`config.mk`:
```
export PLATFORM = sky130hd
export DESIGN_NAME = pch_cfg
export DESIGN_NICKNAME = d
export VERILOG_FILES = /design/src/pch_pkg.sv /design/src/pch_cfg.sv
export SDC_FILE = /design/constraint.sdc
export NUM_CORES = 1
export LEC_CHECK = 0
export ABC_AREA = 1
export ABC_CLOCK_PERIOD_IN_PS = 2000
export BUFFER_PORTS_ARGS = -buffer_cell sky130_fd_sc_hd__clkbuf_2
export CAP_MARGIN = 10
export CORE_ASPECT_RATIO = 0.6
export CORE_MARGIN = 2
export CORE_UTILIZATION = 45
export CTS_BUF_LIST = sky130_fd_sc_hd__clkbuf_4 sky130_fd_sc_hd__clkbuf_8 sky130_fd_sc_hd__clkbuf_16
export DETAILED_ROUTE_END_ITERATION = 6
export GPL_ROUTABILITY_DRIVEN = 0
export PLACE_DENSITY = 0.69
export SKIP_LAST_GASP = 1
export SLEW_MARGIN = 0
export SYNTH_ARGS = -nofsm -noshare
export SYNTH_HDL_FRONTEND = slang
export SYNTH_SLANG_ARGS = --single-unit
```
`constraint.sdc`:
```
create_clock -name sys_clk_i -period 2 [get_ports sys_clk_i]
set_clock_uncertainty 0.05 [all_clocks]
set_input_delay 0.5 -clock sys_clk_i [delete_from_list [all_inputs] [get_ports sys_clk_i]]
set_output_delay 0.5 -clock sys_clk_i [all_outputs]
set_load 0.05 [all_outputs]
```
`src/pch_pkg.sv`:
```
// Package: configuration header offsets, field layouts and reset values
package pch_pkg;
	// ****************************************
	// Configuration dword offsets (byte addresses)
	// ****************************************
	localparam logic [7:0] OFS_SELF_TEST_REG_HDR_LAT = 8'h0c;
	localparam logic [7:0] OFS_IO_BASE = 8'h10;
	localparam logic [7:0] OFS_MEM_BASE = 8'h14;
	localparam logic [7:0] OFS_SUBSYS = 8'h2c;
	localparam logic [7:0] OFS_ROM_BASE = 8'h30;
	localparam logic [7:0] OFS_IRQ = 8'h3c;
	// ****************************************
	// Fields and reset values
	// ****************************************
	localparam int BASE_LSB = 8;
	localparam int ROM_LSB = 11;
	localparam int ROM_MSB = 17;
	localparam int LAT_LSB = 8;
	localparam int IRQ_PIN_LSB = 8;
	localparam int MIN_GNT_LSB = 16;
	localparam int MAX_LAT_LSB = 24;
	localparam logic [7:0] LAT_RST = 8'h00;
	localparam logic [7:0] IRQ_LINE_RST = 8'h00;
	localparam logic [7:0] IRQ_PIN_VAL = 8'h01;
	localparam logic [7:0] MIN_GNT_DEF = 8'h20;
	localparam logic [7:0] MAX_LAT_DEF = 8'h20;
	localparam logic IO_SPACE_FLAG = 1'b1;
	localparam logic [2:0] ROM_SIZE_NONE = 3'h0;
	localparam logic [2:0] ROM_SIZE_MAX = 3'h5;
endpackage

```
`src/pch_cfg.sv`:
```
// Upper configuration header registers with master latency timer
`timescale 1ns/1ps
`default_nettype none
// Operation
// RULE1: Latency timer counts while driving frame
// RULE2: Early frame release ignores the timer
// RULE3: Expired and grant removed: terminate burst
// RULE4: Latency timer read-write, resets to zero
// RULE5: Header type and self test read zero
// RULE6: IO base bits 31-8 store address
// RULE7: IO base bits 7-2 read zero
// RULE8: IO bit0 reads one, bit1 reserved
// RULE9: Memory base bits 31-8 store address
// RULE10: Memory base bits 7-4 read zero
// RULE11: Memory base bits 3-0 read zero
// RULE12: Software programs memory base before use
// RULE13: Subsystem IDs from EEPROM, else defaults
// RULE14: Size zero: ROM enable reads zero
// RULE15: Size codes set writable ROM bits
// RULE16: BIOS sets ROM enable to decode
// RULE17: Interrupt line eight-bit read-write
// RULE18: Interrupt pin reads INTA code
// RULE19: Minimum grant from EEPROM, default 20h
// RULE20: Maximum latency from EEPROM, default 20h
// RULE21: Reserved bits read zero, ignore writes
module pch_cfg
	import pch_pkg::*;
#(
	parameter logic [15:0] SUBSYS_VENDOR_DEF = 16'h1234, // Arbitrary value
	parameter logic [15:0] SUBSYS_IDENT_DEF = 16'h5678 // Arbitrary value
) (
	input wire logic sys_clk_i,
	input wire logic rst_i,
	input wire logic cfg_rd_i,
	input wire logic cfg_wr_i,
	input wire logic [7:0] cfg_addr_i,
	input wire logic [3:0] cfg_be_i,
	input wire logic [31:0] cfg_wdata_i,
	input wire logic [2:0] rom_size_select_i,
	input wire logic eeprom_valid_i,
	input wire logic [15:0] ee_subsys_vendor_i,
	input wire logic [15:0] ee_subsys_ident_i,
	input wire logic [7:0] ee_min_grant_i,
	input wire logic [7:0] ee_max_latency_i,
	input wire logic frame_drive_i,
	input wire logic gnt_n_i,
	output logic [31:0] cfg_rdata_o,
	output logic cfg_ack_o,
	output logic [31:0] io_base_o,
	output logic [31:0] mem_base_o,
	output logic [31:0] rom_base_o,
	output logic [7:0] irq_line_o,
	output logic lat_expired_o,
	output logic master_stop_o
);
	// ****************************************
	// Storage
	// ****************************************
	logic [7:0] latency_timer_reg_q;
	logic [23:0] io_base_q;
	logic [23:0] mem_base_q;
	logic [ROM_MSB:ROM_LSB] rom_hi_q;
	logic [31:ROM_MSB+1] rom_top_q;
	logic rom_decode_enable_q;
	logic [7:0] irq_line_reg_q;
	logic [15:0] subsys_vendor_reg_q;
	logic [15:0] subsys_ident_reg_q;
	logic [7:0] min_grant_reg_q;
	logic [7:0] max_latency_reg_q;
	logic [7:0] lat_cnt_q;
	logic lat_run_q;
	logic [ROM_MSB:ROM_LSB] rom_wmask;
	logic rom_present;
	logic [31:0] io_word;
	logic [31:0] mem_word;
	logic [31:0] rom_word;
	logic [31:0] rd_word;
	logic [31:0] wmask;

	// Byte enables to bit mask
	always_comb begin
		for (int i = 0; i < 4; i++) begin
			wmask[i*8 +: 8] = {8{cfg_be_i[i]}};
		end
	end

	// ROM size boundary: bits below 12+size read zero
	always_comb begin
		rom_present = (rom_size_select_i != ROM_SIZE_NONE) && (rom_size_select_i <= ROM_SIZE_MAX); // RULE14
		for (int b = ROM_LSB; b <= ROM_MSB; b++) begin
			rom_wmask[b] = rom_present && (b >= ROM_LSB + 1 + int'(rom_size_select_i)); // RULE15
		end
	end

	// ****************************************
	// Writable registers
	// ****************************************
	always_ff @(posedge sys_clk_i) begin
		if (rst_i) begin
			latency_timer_reg_q <= LAT_RST; // RULE4
		end else if (cfg_wr_i && cfg_addr_i == OFS_SELF_TEST_REG_HDR_LAT && cfg_be_i[1]) begin
			latency_timer_reg_q <= cfg_wdata_i[LAT_LSB +: 8]; // RULE4
		end
	end

	// Header type and self test bytes have no storage, writes dropped
	always_ff @(posedge sys_clk_i) begin
		if (rst_i) begin
			io_base_q <= '0;
			mem_base_q <= '0;
		end else if (cfg_wr_i) begin
			if (cfg_addr_i == OFS_IO_BASE) begin
				io_base_q <= (io_base_q & ~wmask[31:8]) | (cfg_wdata_i[31:8] & wmask[31:8]); // RULE6
			end
			if (cfg_addr_i == OFS_MEM_BASE) begin
				mem_base_q <= (mem_base_q & ~wmask[31:8]) | (cfg_wdata_i[31:8] & wmask[31:8]); // RULE9
			end
		end
	end

	// Boot ROM base; masked by strap on write and on read, but bits stored under an earlier strap stay and can re-appear after a strap change
	always_ff @(posedge sys_clk_i) begin
		if (rst_i) begin
			rom_top_q <= '0;
			rom_hi_q <= '0;
			rom_decode_enable_q <= 1'b0;
		end else if (cfg_wr_i && cfg_addr_i == OFS_ROM_BASE) begin
			rom_top_q <= (rom_top_q & ~wmask[31:ROM_MSB+1])
				| (cfg_wdata_i[31:ROM_MSB+1] & wmask[31:ROM_MSB+1]);
			rom_hi_q <= (rom_hi_q & ~(wmask[ROM_MSB:ROM_LSB] & rom_wmask))
				| (cfg_wdata_i[ROM_MSB:ROM_LSB] & wmask[ROM_MSB:ROM_LSB] & rom_wmask); // RULE15
			if (cfg_be_i[0]) begin
				rom_decode_enable_q <= cfg_wdata_i[0] & rom_present; // RULE14
			end
		end
	end

	// Interrupt line
	always_ff @(posedge sys_clk_i) begin
		if (rst_i) begin
			irq_line_reg_q <= IRQ_LINE_RST;
		end else if (cfg_wr_i && cfg_addr_i == OFS_IRQ && cfg_be_i[0]) begin
			irq_line_reg_q <= cfg_wdata_i[7:0]; // RULE17
		end
	end

	// ****************************************
	// EEPROM-loaded read-only values
	// ****************************************
	always_ff @(posedge sys_clk_i) begin
		if (rst_i) begin
			subsys_vendor_reg_q <= '0;
			subsys_ident_reg_q <= '0;
			min_grant_reg_q <= MIN_GNT_DEF;
			max_latency_reg_q <= MAX_LAT_DEF;
		end else begin
			subsys_vendor_reg_q <= eeprom_valid_i ? ee_subsys_vendor_i : SUBSYS_VENDOR_DEF; // RULE13
			subsys_ident_reg_q <= eeprom_valid_i ? ee_subsys_ident_i : SUBSYS_IDENT_DEF; // RULE13
			min_grant_reg_q <= eeprom_valid_i ? ee_min_grant_i : MIN_GNT_DEF; // RULE19
			max_latency_reg_q <= eeprom_valid_i ? ee_max_latency_i : MAX_LAT_DEF; // RULE20
		end
	end

	// ****************************************
	// Read path
	// ****************************************
	always_comb begin
		io_word = {io_base_q, 6'h00, 1'b0, IO_SPACE_FLAG}; // RULE7 RULE8
		mem_word = {mem_base_q, 4'h0, 1'b0, 2'h0, 1'b0}; // RULE10 RULE11
		rom_word = {rom_top_q, rom_hi_q & rom_wmask, 10'h000, rom_decode_enable_q & rom_present};
		unique case (cfg_addr_i)
			OFS_SELF_TEST_REG_HDR_LAT: rd_word = {16'h0000, latency_timer_reg_q, 8'h00}; // RULE5
			OFS_IO_BASE: rd_word = io_word;
			OFS_MEM_BASE: rd_word = mem_word;
			OFS_SUBSYS: rd_word = {subsys_ident_reg_q, subsys_vendor_reg_q};
			OFS_ROM_BASE: rd_word = rom_word;
			OFS_IRQ: rd_word = {max_latency_reg_q, min_grant_reg_q, IRQ_PIN_VAL, irq_line_reg_q}; // RULE18
			default: rd_word = 32'h0000_0000; // RULE21
		endcase
	end

	// Registered answer, one cycle after request
	always_ff @(posedge sys_clk_i) begin
		if (rst_i) begin
			cfg_rdata_o <= '0;
			cfg_ack_o <= 1'b0;
		end else begin
			cfg_ack_o <= cfg_rd_i | cfg_wr_i;
			cfg_rdata_o <= cfg_rd_i ? rd_word : 32'h0000_0000;
		end
	end

	// Decoder views for the operational address decode
	always_ff @(posedge sys_clk_i) begin
		if (rst_i) begin
			io_base_o <= '0;
			mem_base_o <= '0;
			rom_base_o <= '0;
			irq_line_o <= '0;
		end else begin
			io_base_o <= io_word;
			mem_base_o <= mem_word; // RULE12
			rom_base_o <= rom_word; // RULE16
			irq_line_o <= irq_line_reg_q;
		end
	end

	// ****************************************
	// Master latency timer
	// ****************************************
	// Counts up from frame start; a new frame restarts it
	always_ff @(posedge sys_clk_i) begin
		if (rst_i) begin
			lat_cnt_q <= '0;
			lat_run_q <= 1'b0;
		end else if (!frame_drive_i) begin
			lat_cnt_q <= '0; // RULE2
			lat_run_q <= 1'b0;
		end else begin
			lat_run_q <= 1'b1; // RULE1
			if (lat_cnt_q != latency_timer_reg_q) begin
				lat_cnt_q <= lat_cnt_q + 8'h01; // RULE1
			end
		end
	end

	// Expiry flag and stop request; stop only once grant has gone
	always_ff @(posedge sys_clk_i) begin
		if (rst_i) begin
			lat_expired_o <= 1'b0;
			master_stop_o <= 1'b0;
		end else begin
			lat_expired_o <= frame_drive_i && lat_run_q && (lat_cnt_q == latency_timer_reg_q);
			master_stop_o <= frame_drive_i && lat_run_q && (lat_cnt_q == latency_timer_reg_q)
				&& gnt_n_i; // RULE3
		end
	end

	// ****************************************
	// Checks
	// ****************************************
	// Most checks look one edge past a request, since the answer is registered;
	// all but AST_LAT_RST are idle while reset is held.

	// Timer register cleared by reset
	AST_LAT_RST: assert property (@(posedge sys_clk_i) // RULE4
		rst_i |=> latency_timer_reg_q == LAT_RST)
		else $error("latency timer not zero after reset");

	// Stop only follows a removed grant during a frame
	AST_STOP_GNT: assert property (@(posedge sys_clk_i) disable iff (rst_i) // RULE3
		master_stop_o |-> $past(gnt_n_i) && $past(frame_drive_i))
		else $error("stop without grant removed");

	// Released frame clears the timer outputs
	AST_NO_FRAME_NO_STOP: assert property (@(posedge sys_clk_i) disable iff (rst_i) // RULE2
		!frame_drive_i |=> !master_stop_o && !lat_expired_o)
		else $error("timer acted after frame released");

	// Count advances every frame cycle until it meets the limit
	AST_CNT_RUN: assert property (@(posedge sys_clk_i) disable iff (rst_i) // RULE1
		frame_drive_i && lat_cnt_q != latency_timer_reg_q |=> lat_cnt_q == $past(lat_cnt_q) + 8'h01
		|| $past(cfg_wr_i))
		else $error("latency count stalled");

	// Expiry only ever seen inside a frame
	AST_EXP_FRAME: assert property (@(posedge sys_clk_i) disable iff (rst_i) // RULE2
		lat_expired_o |-> $past(frame_drive_i))
		else $error("expiry outside a frame");

	// A stop request always comes with expiry
	AST_STOP_EXP: assert property (@(posedge sys_clk_i) disable iff (rst_i) // RULE3
		master_stop_o |-> lat_expired_o)
		else $error("stop before expiry");

	// Timer register takes byte one of a write
	AST_LAT_WR: assert property (@(posedge sys_clk_i) disable iff (rst_i) // RULE4
		cfg_wr_i && cfg_addr_i == OFS_SELF_TEST_REG_HDR_LAT && cfg_be_i[1]
		|=> latency_timer_reg_q == $past(cfg_wdata_i[LAT_LSB +: 8]))
		else $error("latency timer write lost");

	// Timer register reads back what it holds
	AST_LAT_RD: assert property (@(posedge sys_clk_i) disable iff (rst_i) // RULE4
		cfg_rd_i && cfg_addr_i == OFS_SELF_TEST_REG_HDR_LAT |=> cfg_rdata_o[15:8] == $past(latency_timer_reg_q))
		else $error("latency timer readback wrong");

	// Header type and self test bytes stay zero
	AST_HDR_ZERO: assert property (@(posedge sys_clk_i) disable iff (rst_i) // RULE5
		cfg_rd_i && cfg_addr_i == OFS_SELF_TEST_REG_HDR_LAT |=> cfg_rdata_o[31:16] == 16'h0000)
		else $error("header type or self test nonzero");

	// Full IO base write lands in the upper bits
	AST_IO_WR: assert property (@(posedge sys_clk_i) disable iff (rst_i) // RULE6
		cfg_wr_i && cfg_addr_i == OFS_IO_BASE && cfg_be_i == 4'hf
		|=> io_base_q == $past(cfg_wdata_i[31:BASE_LSB]))
		else $error("io base write lost");

	// IO base holds while not addressed
	AST_IO_KEEP: assert property (@(posedge sys_clk_i) disable iff (rst_i) // RULE6
		!(cfg_wr_i && cfg_addr_i == OFS_IO_BASE) |=> $stable(io_base_q))
		else $error("io base changed without a write");

	// Size bits zero, space flag one
	AST_IO_LOW: assert property (@(posedge sys_clk_i) disable iff (rst_i) // RULE7
		cfg_rd_i && cfg_addr_i == OFS_IO_BASE |=> cfg_rdata_o[7:0] == 8'h01)
		else $error("io base low bits wrong");

	// Full memory base write lands in the upper bits
	AST_MEM_WR: assert property (@(posedge sys_clk_i) disable iff (rst_i) // RULE9
		cfg_wr_i && cfg_addr_i == OFS_MEM_BASE && cfg_be_i == 4'hf
		|=> mem_base_q == $past(cfg_wdata_i[31:BASE_LSB]))
		else $error("mem base write lost");

	// Memory base holds while not addressed
	AST_MEM_KEEP: assert property (@(posedge sys_clk_i) disable iff (rst_i) // RULE9
		!(cfg_wr_i && cfg_addr_i == OFS_MEM_BASE) |=> $stable(mem_base_q))
		else $error("mem base changed without a write");

	// Memory window size bits read zero
	AST_MEM_LOW: assert property (@(posedge sys_clk_i) disable iff (rst_i) // RULE10
		cfg_rd_i && cfg_addr_i == OFS_MEM_BASE |=> cfg_rdata_o[7:0] == 8'h00)
		else $error("mem base low bits wrong");

	// Prefetch, location and space flags read zero
	AST_MEM_FLAGS: assert property (@(posedge sys_clk_i) disable iff (rst_i) // RULE11
		cfg_rd_i && cfg_addr_i == OFS_MEM_BASE |=> cfg_rdata_o[3:0] == 4'h0)
		else $error("mem base flags nonzero");

	// Subsystem codes fall back to built-in values
	AST_SUBSYS_DEF: assert property (@(posedge sys_clk_i) disable iff (rst_i) // RULE13
		!eeprom_valid_i |=> subsys_vendor_reg_q == SUBSYS_VENDOR_DEF && subsys_ident_reg_q == SUBSYS_IDENT_DEF)
		else $error("subsystem default wrong");

	// Subsystem vendor code follows the loaded value
	AST_SUBSYS_EE: assert property (@(posedge sys_clk_i) disable iff (rst_i) // RULE13
		eeprom_valid_i |=> subsys_vendor_reg_q == $past(ee_subsys_vendor_i))
		else $error("subsystem vendor not loaded");

	// No ROM strap means nothing writable
	AST_NO_ROM: assert property (@(posedge sys_clk_i) disable iff (rst_i) // RULE14
		rom_size_select_i == ROM_SIZE_NONE |-> rom_wmask == '0)
		else $error("rom bits writable without rom");

	// No ROM means the decode enable reads zero
	AST_ROM_EN_OFF: assert property (@(posedge sys_clk_i) disable iff (rst_i) // RULE14
		cfg_rd_i && cfg_addr_i == OFS_ROM_BASE && !rom_present |=> cfg_rdata_o[0] == 1'b0)
		else $error("rom enable set without rom");

	// Smallest ROM hides bits 12-11
	AST_ROM_SMALL: assert property (@(posedge sys_clk_i) disable iff (rst_i) // RULE15
		cfg_rd_i && cfg_addr_i == OFS_ROM_BASE && rom_size_select_i == 3'h1 |=> cfg_rdata_o[12:11] == 2'b00)
		else $error("rom size bits wrong for smallest rom");

	// Largest ROM hides bits 16-11
	AST_ROM_LARGE: assert property (@(posedge sys_clk_i) disable iff (rst_i) // RULE15
		cfg_rd_i && cfg_addr_i == OFS_ROM_BASE && rom_size_select_i == ROM_SIZE_MAX
		|=> cfg_rdata_o[16:11] == 6'h00)
		else $error("rom size bits wrong for largest rom");

	// Interrupt line takes byte zero of a write
	AST_IRQ_WR: assert property (@(posedge sys_clk_i) disable iff (rst_i) // RULE17
		cfg_wr_i && cfg_addr_i == OFS_IRQ && cfg_be_i[0] |=> irq_line_reg_q == $past(cfg_wdata_i[7:0]))
		else $error("interrupt line write lost");

	// Pin byte always names the first interrupt pin
	AST_PIN: assert property (@(posedge sys_clk_i) disable iff (rst_i) // RULE18
		cfg_rd_i && cfg_addr_i == OFS_IRQ |=> cfg_rdata_o[15:8] == 8'h01)
		else $error("interrupt pin wrong");

	// Grant and latency defaults without EEPROM
	AST_GNT_DEF: assert property (@(posedge sys_clk_i) disable iff (rst_i) // RULE19
		!eeprom_valid_i |=> min_grant_reg_q == 8'h20 && max_latency_reg_q == 8'h20)
		else $error("grant or latency default wrong");

	// Maximum latency follows the loaded value
	AST_MAXLAT_EE: assert property (@(posedge sys_clk_i) disable iff (rst_i) // RULE20
		eeprom_valid_i |=> max_latency_reg_q == $past(ee_max_latency_i))
		else $error("maximum latency not loaded");

	// Reserved ROM base bits 10-1 read zero
	AST_ROM_RSVD: assert property (@(posedge sys_clk_i) disable iff (rst_i) // RULE21
		cfg_rd_i && cfg_addr_i == OFS_ROM_BASE |=> cfg_rdata_o[10:1] == 10'h000)
		else $error("reserved rom bits nonzero");
endmodule // pch_cfg
`default_nettype wire

```
==> results of run 1 <==
## where the power goes
| group | switching (mW) | internal (mW) |
|---|---|---|
| combinational | 0.386 | 0.138 |
| sequential | 0.0154 | 5.11 |
| clock | 1.99 | 2.82 |
## through the flow
| step | std cells | cell area (um2) | worst slack, ns | hold slack, ns |
|---|---|---|---|---|
| floorplan | 1264 | 9527 | 0.4443 | 0.3663 |
| global placement | 1707 | 10800 | 0.08578 | 0.3864 |
| detailed placement | 1707 | 10800 | 0.03733 | 0.3916 |
| CTS | 1751 | 11660 | 0.1954 | 0.1071 |
| global route | 1751 | 11660 | 0.1809 | 0.1145 |
| finish | 1751 | 11660 | 0.1979 | 0.1287 |
## path summary, 6_finish.rpt
| path | from | to | slack, ns | cells after the start |
|---|---|---|---|---|
| setup / recovery | cfg_rdata_o[24]$_SDFF_PP0_ | cfg_rdata_o[24] | 0.20 | 1 |
| hold / removal | ee_subsys_vendor_i[14] | subsys_vendor_reg_q[14]$_SDFF_PP0_ | 0.13 | 3 |
| setup reg to reg | lat_cnt_q[5]$_SDFFE_PP0P_ | lat_cnt_q[0]$_SDFFE_PP0P_ | 0.38 | 6 |
| hold reg to reg | rom_top_q[22]$_SDFFE_PP0P_ | rom_base_o[22]$_SDFF_PP0_ | 0.40 | 2 |
## metal layers
metal | global-route usage | wire length [um]
met5 | 0 | 0
met4 | 0.04341 | 406
met2 | 0.3444 | 10780
met3 | 0.05228 | 2353
met1 | 0.3633 | 13150
## flip-flops by register name (all words and copies together) (netlist names), 5 cells and up
name and cells:
subsys_vendor_reg_q 16, io_base_q 24, mem_base_q 24, subsys_ident_reg_q 16
rom_hi_q 5, lat_cnt_q 8, mem_base_o 24, irq_line_o 8
rom_base_o 21, rom_top_q 14, cfg_rdata_o 32, io_base_o 25
min_grant_reg_q 8, irq_line_reg_q 8, latency_timer_reg_q 8, max_latency_reg_q 8
## area by class of cell
| type | instances | share of cell area |
|---|---|---|
| Clock inverter | 11 | 0.01148 |
| Sequential cell | 254 | 0.4361 |
| Clock buffer | 33 | 0.06203 |
| Inverter | 148 | 0.04765 |
| Multi-Input combinational cell | 790 | 0.2947 |
| Timing Repair Buffer | 242 | 0.1187 |
| Tap cell | 273 | 0.02930 |
## synth_stat cells
| library cell | number |
|---|---|
| a21boi_0 | 1 |
| a21oi_1 | 30 |
| a22oi_1 | 7 |
| buf_2 | 9 |
| buf_4 | 29 |
| buf_6 | 8 |
| clkbuf_1 | 26 |
| clkinv_1 | 1 |
| conb_1 | 1 |
| dfxtp_1 | 254 |
| ha_1 | 1 |
| inv_1 | 141 |
| inv_2 | 6 |
| nand2_1 | 226 |
| nand2_2 | 5 |
| nand2_4 | 1 |
| nand3_1 | 53 |
| nand3_2 | 3 |
| nand3_4 | 3 |
| nand3b_1 | 1 |
| nand4_1 | 9 |
| nor2_1 | 333 |
| nor2_2 | 2 |
| nor2_4 | 7 |
| nor2_8 | 1 |
| nor3_1 | 3 |
| nor3_2 | 1 |
| nor3b_1 | 1 |
| o21ai_0 | 62 |
| o21ai_1 | 1 |
| or2_2 | 2 |
| xnor2_1 | 6 |
| xor2_1 | 4 |
## cells by family after synthesis
| group | share of synthesized area |
|---|---|
| other | 0.0003977 |
| flip-flops | 0.5393 |
| AND/OR/NAND/NOR | 0.2873 |
| adder cells (fa/ha/maj) | 0.001327 |
| XOR/XNOR | 0.009288 |
| buffers and inverters | 0.1067 |
| AO/OA/AOI/OAI | 0.05573 |
==> metrics.csv, run 1 <==
metric;value;unit
status;completed;
area occupied by multi-input gates;0.003436;mm2
I/O Buffers;214;
Synth-to-Final Area Change;23.65;%
share of cells above drive strength 1;0.2152;
Data required, critical path;1.45;ns
unrepaired setup endpoints after global routing;no;
Reg area;0.005085;mm2
number of diodes;0;
Resized Gates After CTS;0;
Routed Antenna Nets;0;
kind of end point of the critical path;primary output;
peak supply drop;531.5;uV
CTS sink cnt;254;
Root Driver;clkbuf_16;
Mapped Cells;1238;
Top Ports;241;
CP Cell Sequence;clkbuf_2;
DIE WIDTH;190.9;um
Die ar.;0.02217;mm2
transition time of the tightest slew-check pin;0.5945;ns
Die Ht;116.1;um
Mapped Avg Cell Area;7.616;um2
Setup crit start kind;flip-flop;
commonest non-fill, non-tap cell in the layout;nor2_1;
Tot Pwr;10.45;mW
Hold Crit Class;input port to flip-flop;
Final Util;0.5752;
Slowest-stage cell, CP;dfxtp_1;
hold_buf cts;0;
final setup fails;0;
FMAX;554.9;MHz
Yosys top cell area share;0.5393;
clk_lat worst skew;0.51;ns
clock-pin slew on the worst setup and hold paths;0.07;ns
fin crit share;0.9011;
largest net degree at the start of global routing;75;
TritonCTS buffer count;24;
vias in the first global route;7545;
MaxCap Viol Count;0;
WP data arrival;1.25;ns
H-tree depth;1;
Slew HR;0.6022;
Vias;8331;
Seq/Total Area, Yosys;0.5393;
DR iter-0 viols;732;
area of the core;0.02027;mm2
most frequent cells in the layout;nor2_1, dfxtp_1, nand2_1;
critical path's top delay family;flip-flops;
TritonRoute pass-1 iters;7;
Leakage;5.565;nW
postcts setup bufs;0;
# fillers;1910;
fin nets;1563;
Max Slew Vio Count;0;
Mapped Area;0.009429;mm2
final hold vios;0;
PwrDens;896.5;mW/mm2
# rows;40;
min cycle time layout;1.802;ns
CP max FO;1;
grt total ovfl;0;
cell taking the most area after synthesis;dfxtp_1;
delay of the slowest critical-path stage;0.42;ns
initial antenna violation count;1;
TNS Setup;0;ns
routed wire length;26.69;mm
drt via density;4.758;
drc violations;0;
Starting Density;0.4652;
GRT Overall Usage;0.2378;
top post-synthesis cells by area;dfxtp_1, nor2_1, nand2_1;
first-pass GRT wire length;41.03;mm
WS Path Type;flip-flop to primary output;
CTS tree;done;
worst path buffer plus inverter count;1;
flops & latches, synth;254;
DP HPWL;19.57;mm
distinct cell type count after synthesis;33;
clk buf depth;3;
WL per Instance;15.24;um
YS warnings;0;
No activity file was read; power rests on OpenSTA's default activity.
==> run 2, diff against run 1 <==
- CELL_PAD_IN_SITES_DETAIL_PLACEMENT: unset -> 1
- CELL_PAD_IN_SITES_GLOBAL_PLACEMENT: unset -> 2
- CORE_UTILIZATION: 45 -> 29
- PLACE_DENSITY: 0.69 -> unset
- PLACE_DENSITY_LB_ADDON: unset -> 0.1
==> metrics.csv, run 2 (synthesized netlist as in run 1, its figures left out) <==
metric;value;unit
delay of the slowest critical-path stage;0.41;ns
crit path launch;cfg_rdata_o[14]$_SDFF_PP0_;
share of cells above drive strength 1;0.2236;
DIE WIDTH;236.8;um
CTS tree;done;
critical path's top delay family;flip-flops;
largest net degree at the start of global routing;77;
unrepaired setup endpoints after global routing;no;
internal power;8.354;mW
post-route cell area;0.01202;mm2
WS Path Type;flip-flop to primary output;
Clock power frac;0.481;
Synth-to-Final Area Change;27.52;%
Tot Pwr;10.94;mW
WP data arrival;1.27;ns
TritonCTS buffer count;27;
Regs by FF count;cfg_rdata_o (32), io_base_o (25);
commonest non-fill, non-tap cell in the layout;nor2_1;
postcts setup bufs;0;
first-pass GRT wire length;49.49;mm
placed inst area;0.01110;mm2
R2R depth;5;
final setup fails;0;
H-tree depth;1;
fin nets;1577;
initial antenna violation count;0;
Data required, critical path;1.45;ns
clk buf depth;3;
Reg2Reg Setup Slack;0.41;ns
Routed Antenna Nets;0;
DR iter-0 viols;388;
Starting Density;0.2926;
Slowest-stage cell, CP;dfxtp_1;
# rows;51;
Die Ht;143.7;um
GRT Overall Usage;0.1923;
clock-pin slew on the worst setup and hold paths;0.06;ns
min cycle time layout;1.817;ns
Top Ports;241;
transition time of the tightest slew-check pin;0.6180;ns
Leakage;5.678;nW
clk_lat worst skew;0.54;ns
sequential power share;0.469;
Die ar.;0.03402;mm2
vias in the first global route;8178;
Root Driver;clkbuf_16;
TNS Setup;0;ns
CTS sink cnt;254;
FMAX;550.4;MHz
kind of end point of the critical path;primary output;
Max Slew Vio Count;0;
Hold Crit Class;input port to flip-flop;
most flop-heavy register;cfg_rdata_o;
PwrDens;909.8;mW/mm2
drt via density;4.291;
drc violations;0;
DP HPWL;24.47;mm
number of diodes;0;
net switching fraction of the power;0.2363;
TritonRoute pass-1 iters;5;
worst path buffer plus inverter count;1;
hold_buf cts;0;
R2R Path End;lat_cnt_q[1]$_SDFFE_PP0P_;
MaxCap Viol Count;0;
Psw;2.585;mW
peak supply drop;523.2;uV
CP max FO;1;
worst reg2reg path startpoint;lat_cnt_q[6]$_SDFFE_PP0P_;
critical path depth;1;
most frequent cells in the layout;nor2_1, dfxtp_1, nand2_1;
CP Cell Sequence;clkbuf_2;
area of the core;0.03222;mm2
Largest register FFs;32;
WL per Instance;17.03;um
Gate power share;0.050;
status;completed;
Setup crit end;cfg_rdata_o[14];
I/O Buffers;214;
fin crit share;0.9085;
grt total ovfl;0;
Slew HR;0.5865;
routed wire length;32.67;mm
Vias;8231;
Resized Gates After CTS;0;
final hold vios;0;
Setup crit start kind;flip-flop;
-- run 2: worst min-delay path by stage --
stage	cells past startpoint	slack, ns	endpoint	from
6_report	2	0.1	max_latency_reg_q[5]$_SDFF_PP1_	ee_max_latency_i[5]
3_3_place_gp	2	0.39	rom_base_o[27]$_SDFF_PP0_	rom_top_q[27]$_SDFFE_PP0P_
5_1_grt	2	0.09	min_grant_reg_q[5]$_SDFF_PP1_	ee_min_grant_i[5]
2_1_floorplan	2	0.37	mem_base_o[13]$_SDFF_PP0_	mem_base_q[5]$_SDFFE_PP0P_
4_1_cts	2	0.07	max_latency_reg_q[5]$_SDFF_PP1_	ee_max_latency_i[5]
3_5_place_dp	2	0.40	rom_base_o[27]$_SDFF_PP0_	rom_top_q[27]$_SDFFE_PP0P_
-- run 2: layout make-up --
cell class,instances,area [um2]
Clock buffer,35,767.0
Clock inverter,14,158.9
Fill cell,3970,20200
Inverter,148,555.5
Multi-Input combinational cell,790,3436
Sequential cell,254,5085
Tap cell,424,530.5
Timing Repair Buffer,253,1491
-- run 2: power by group through the flow --
stage,Sequential [mW],Combinational (mW),Clock [mW]
2_1_floorplan,5.25,0.318,0
3_3_place_gp,5.24,0.558,0
3_5_place_dp,5.24,0.561,0
4_1_cts,5.13,0.563,5.40
5_1_grt,5.13,0.605,5.63
6_report,5.13,0.551,5.26
-- run 2: metal layers --
layer	vias to the layer above	wire, um	GRT usage
met5	-	0	0
met4	0	385	0.02732
met2	150	13430	0.2836
met3	27	1506	0.03630
met1	3882	17340	0.2934
li1	4172	-	-
-- run 2: stage by stage --
stage,worst slack (ns),hold slack (ns),std cells,util
4_1_cts,0.1774,0.06863,1918,0.3731
6_report,0.1830,0.09667,1918,0.3731
5_1_grt,0.1586,0.08637,1918,0.3731
3_3_place_gp,-0.01387,0.3918,1869,0.3444
2_1_floorplan,0.4443,0.3663,1264,-
3_5_place_dp,-0.04463,0.3985,1869,0.3444
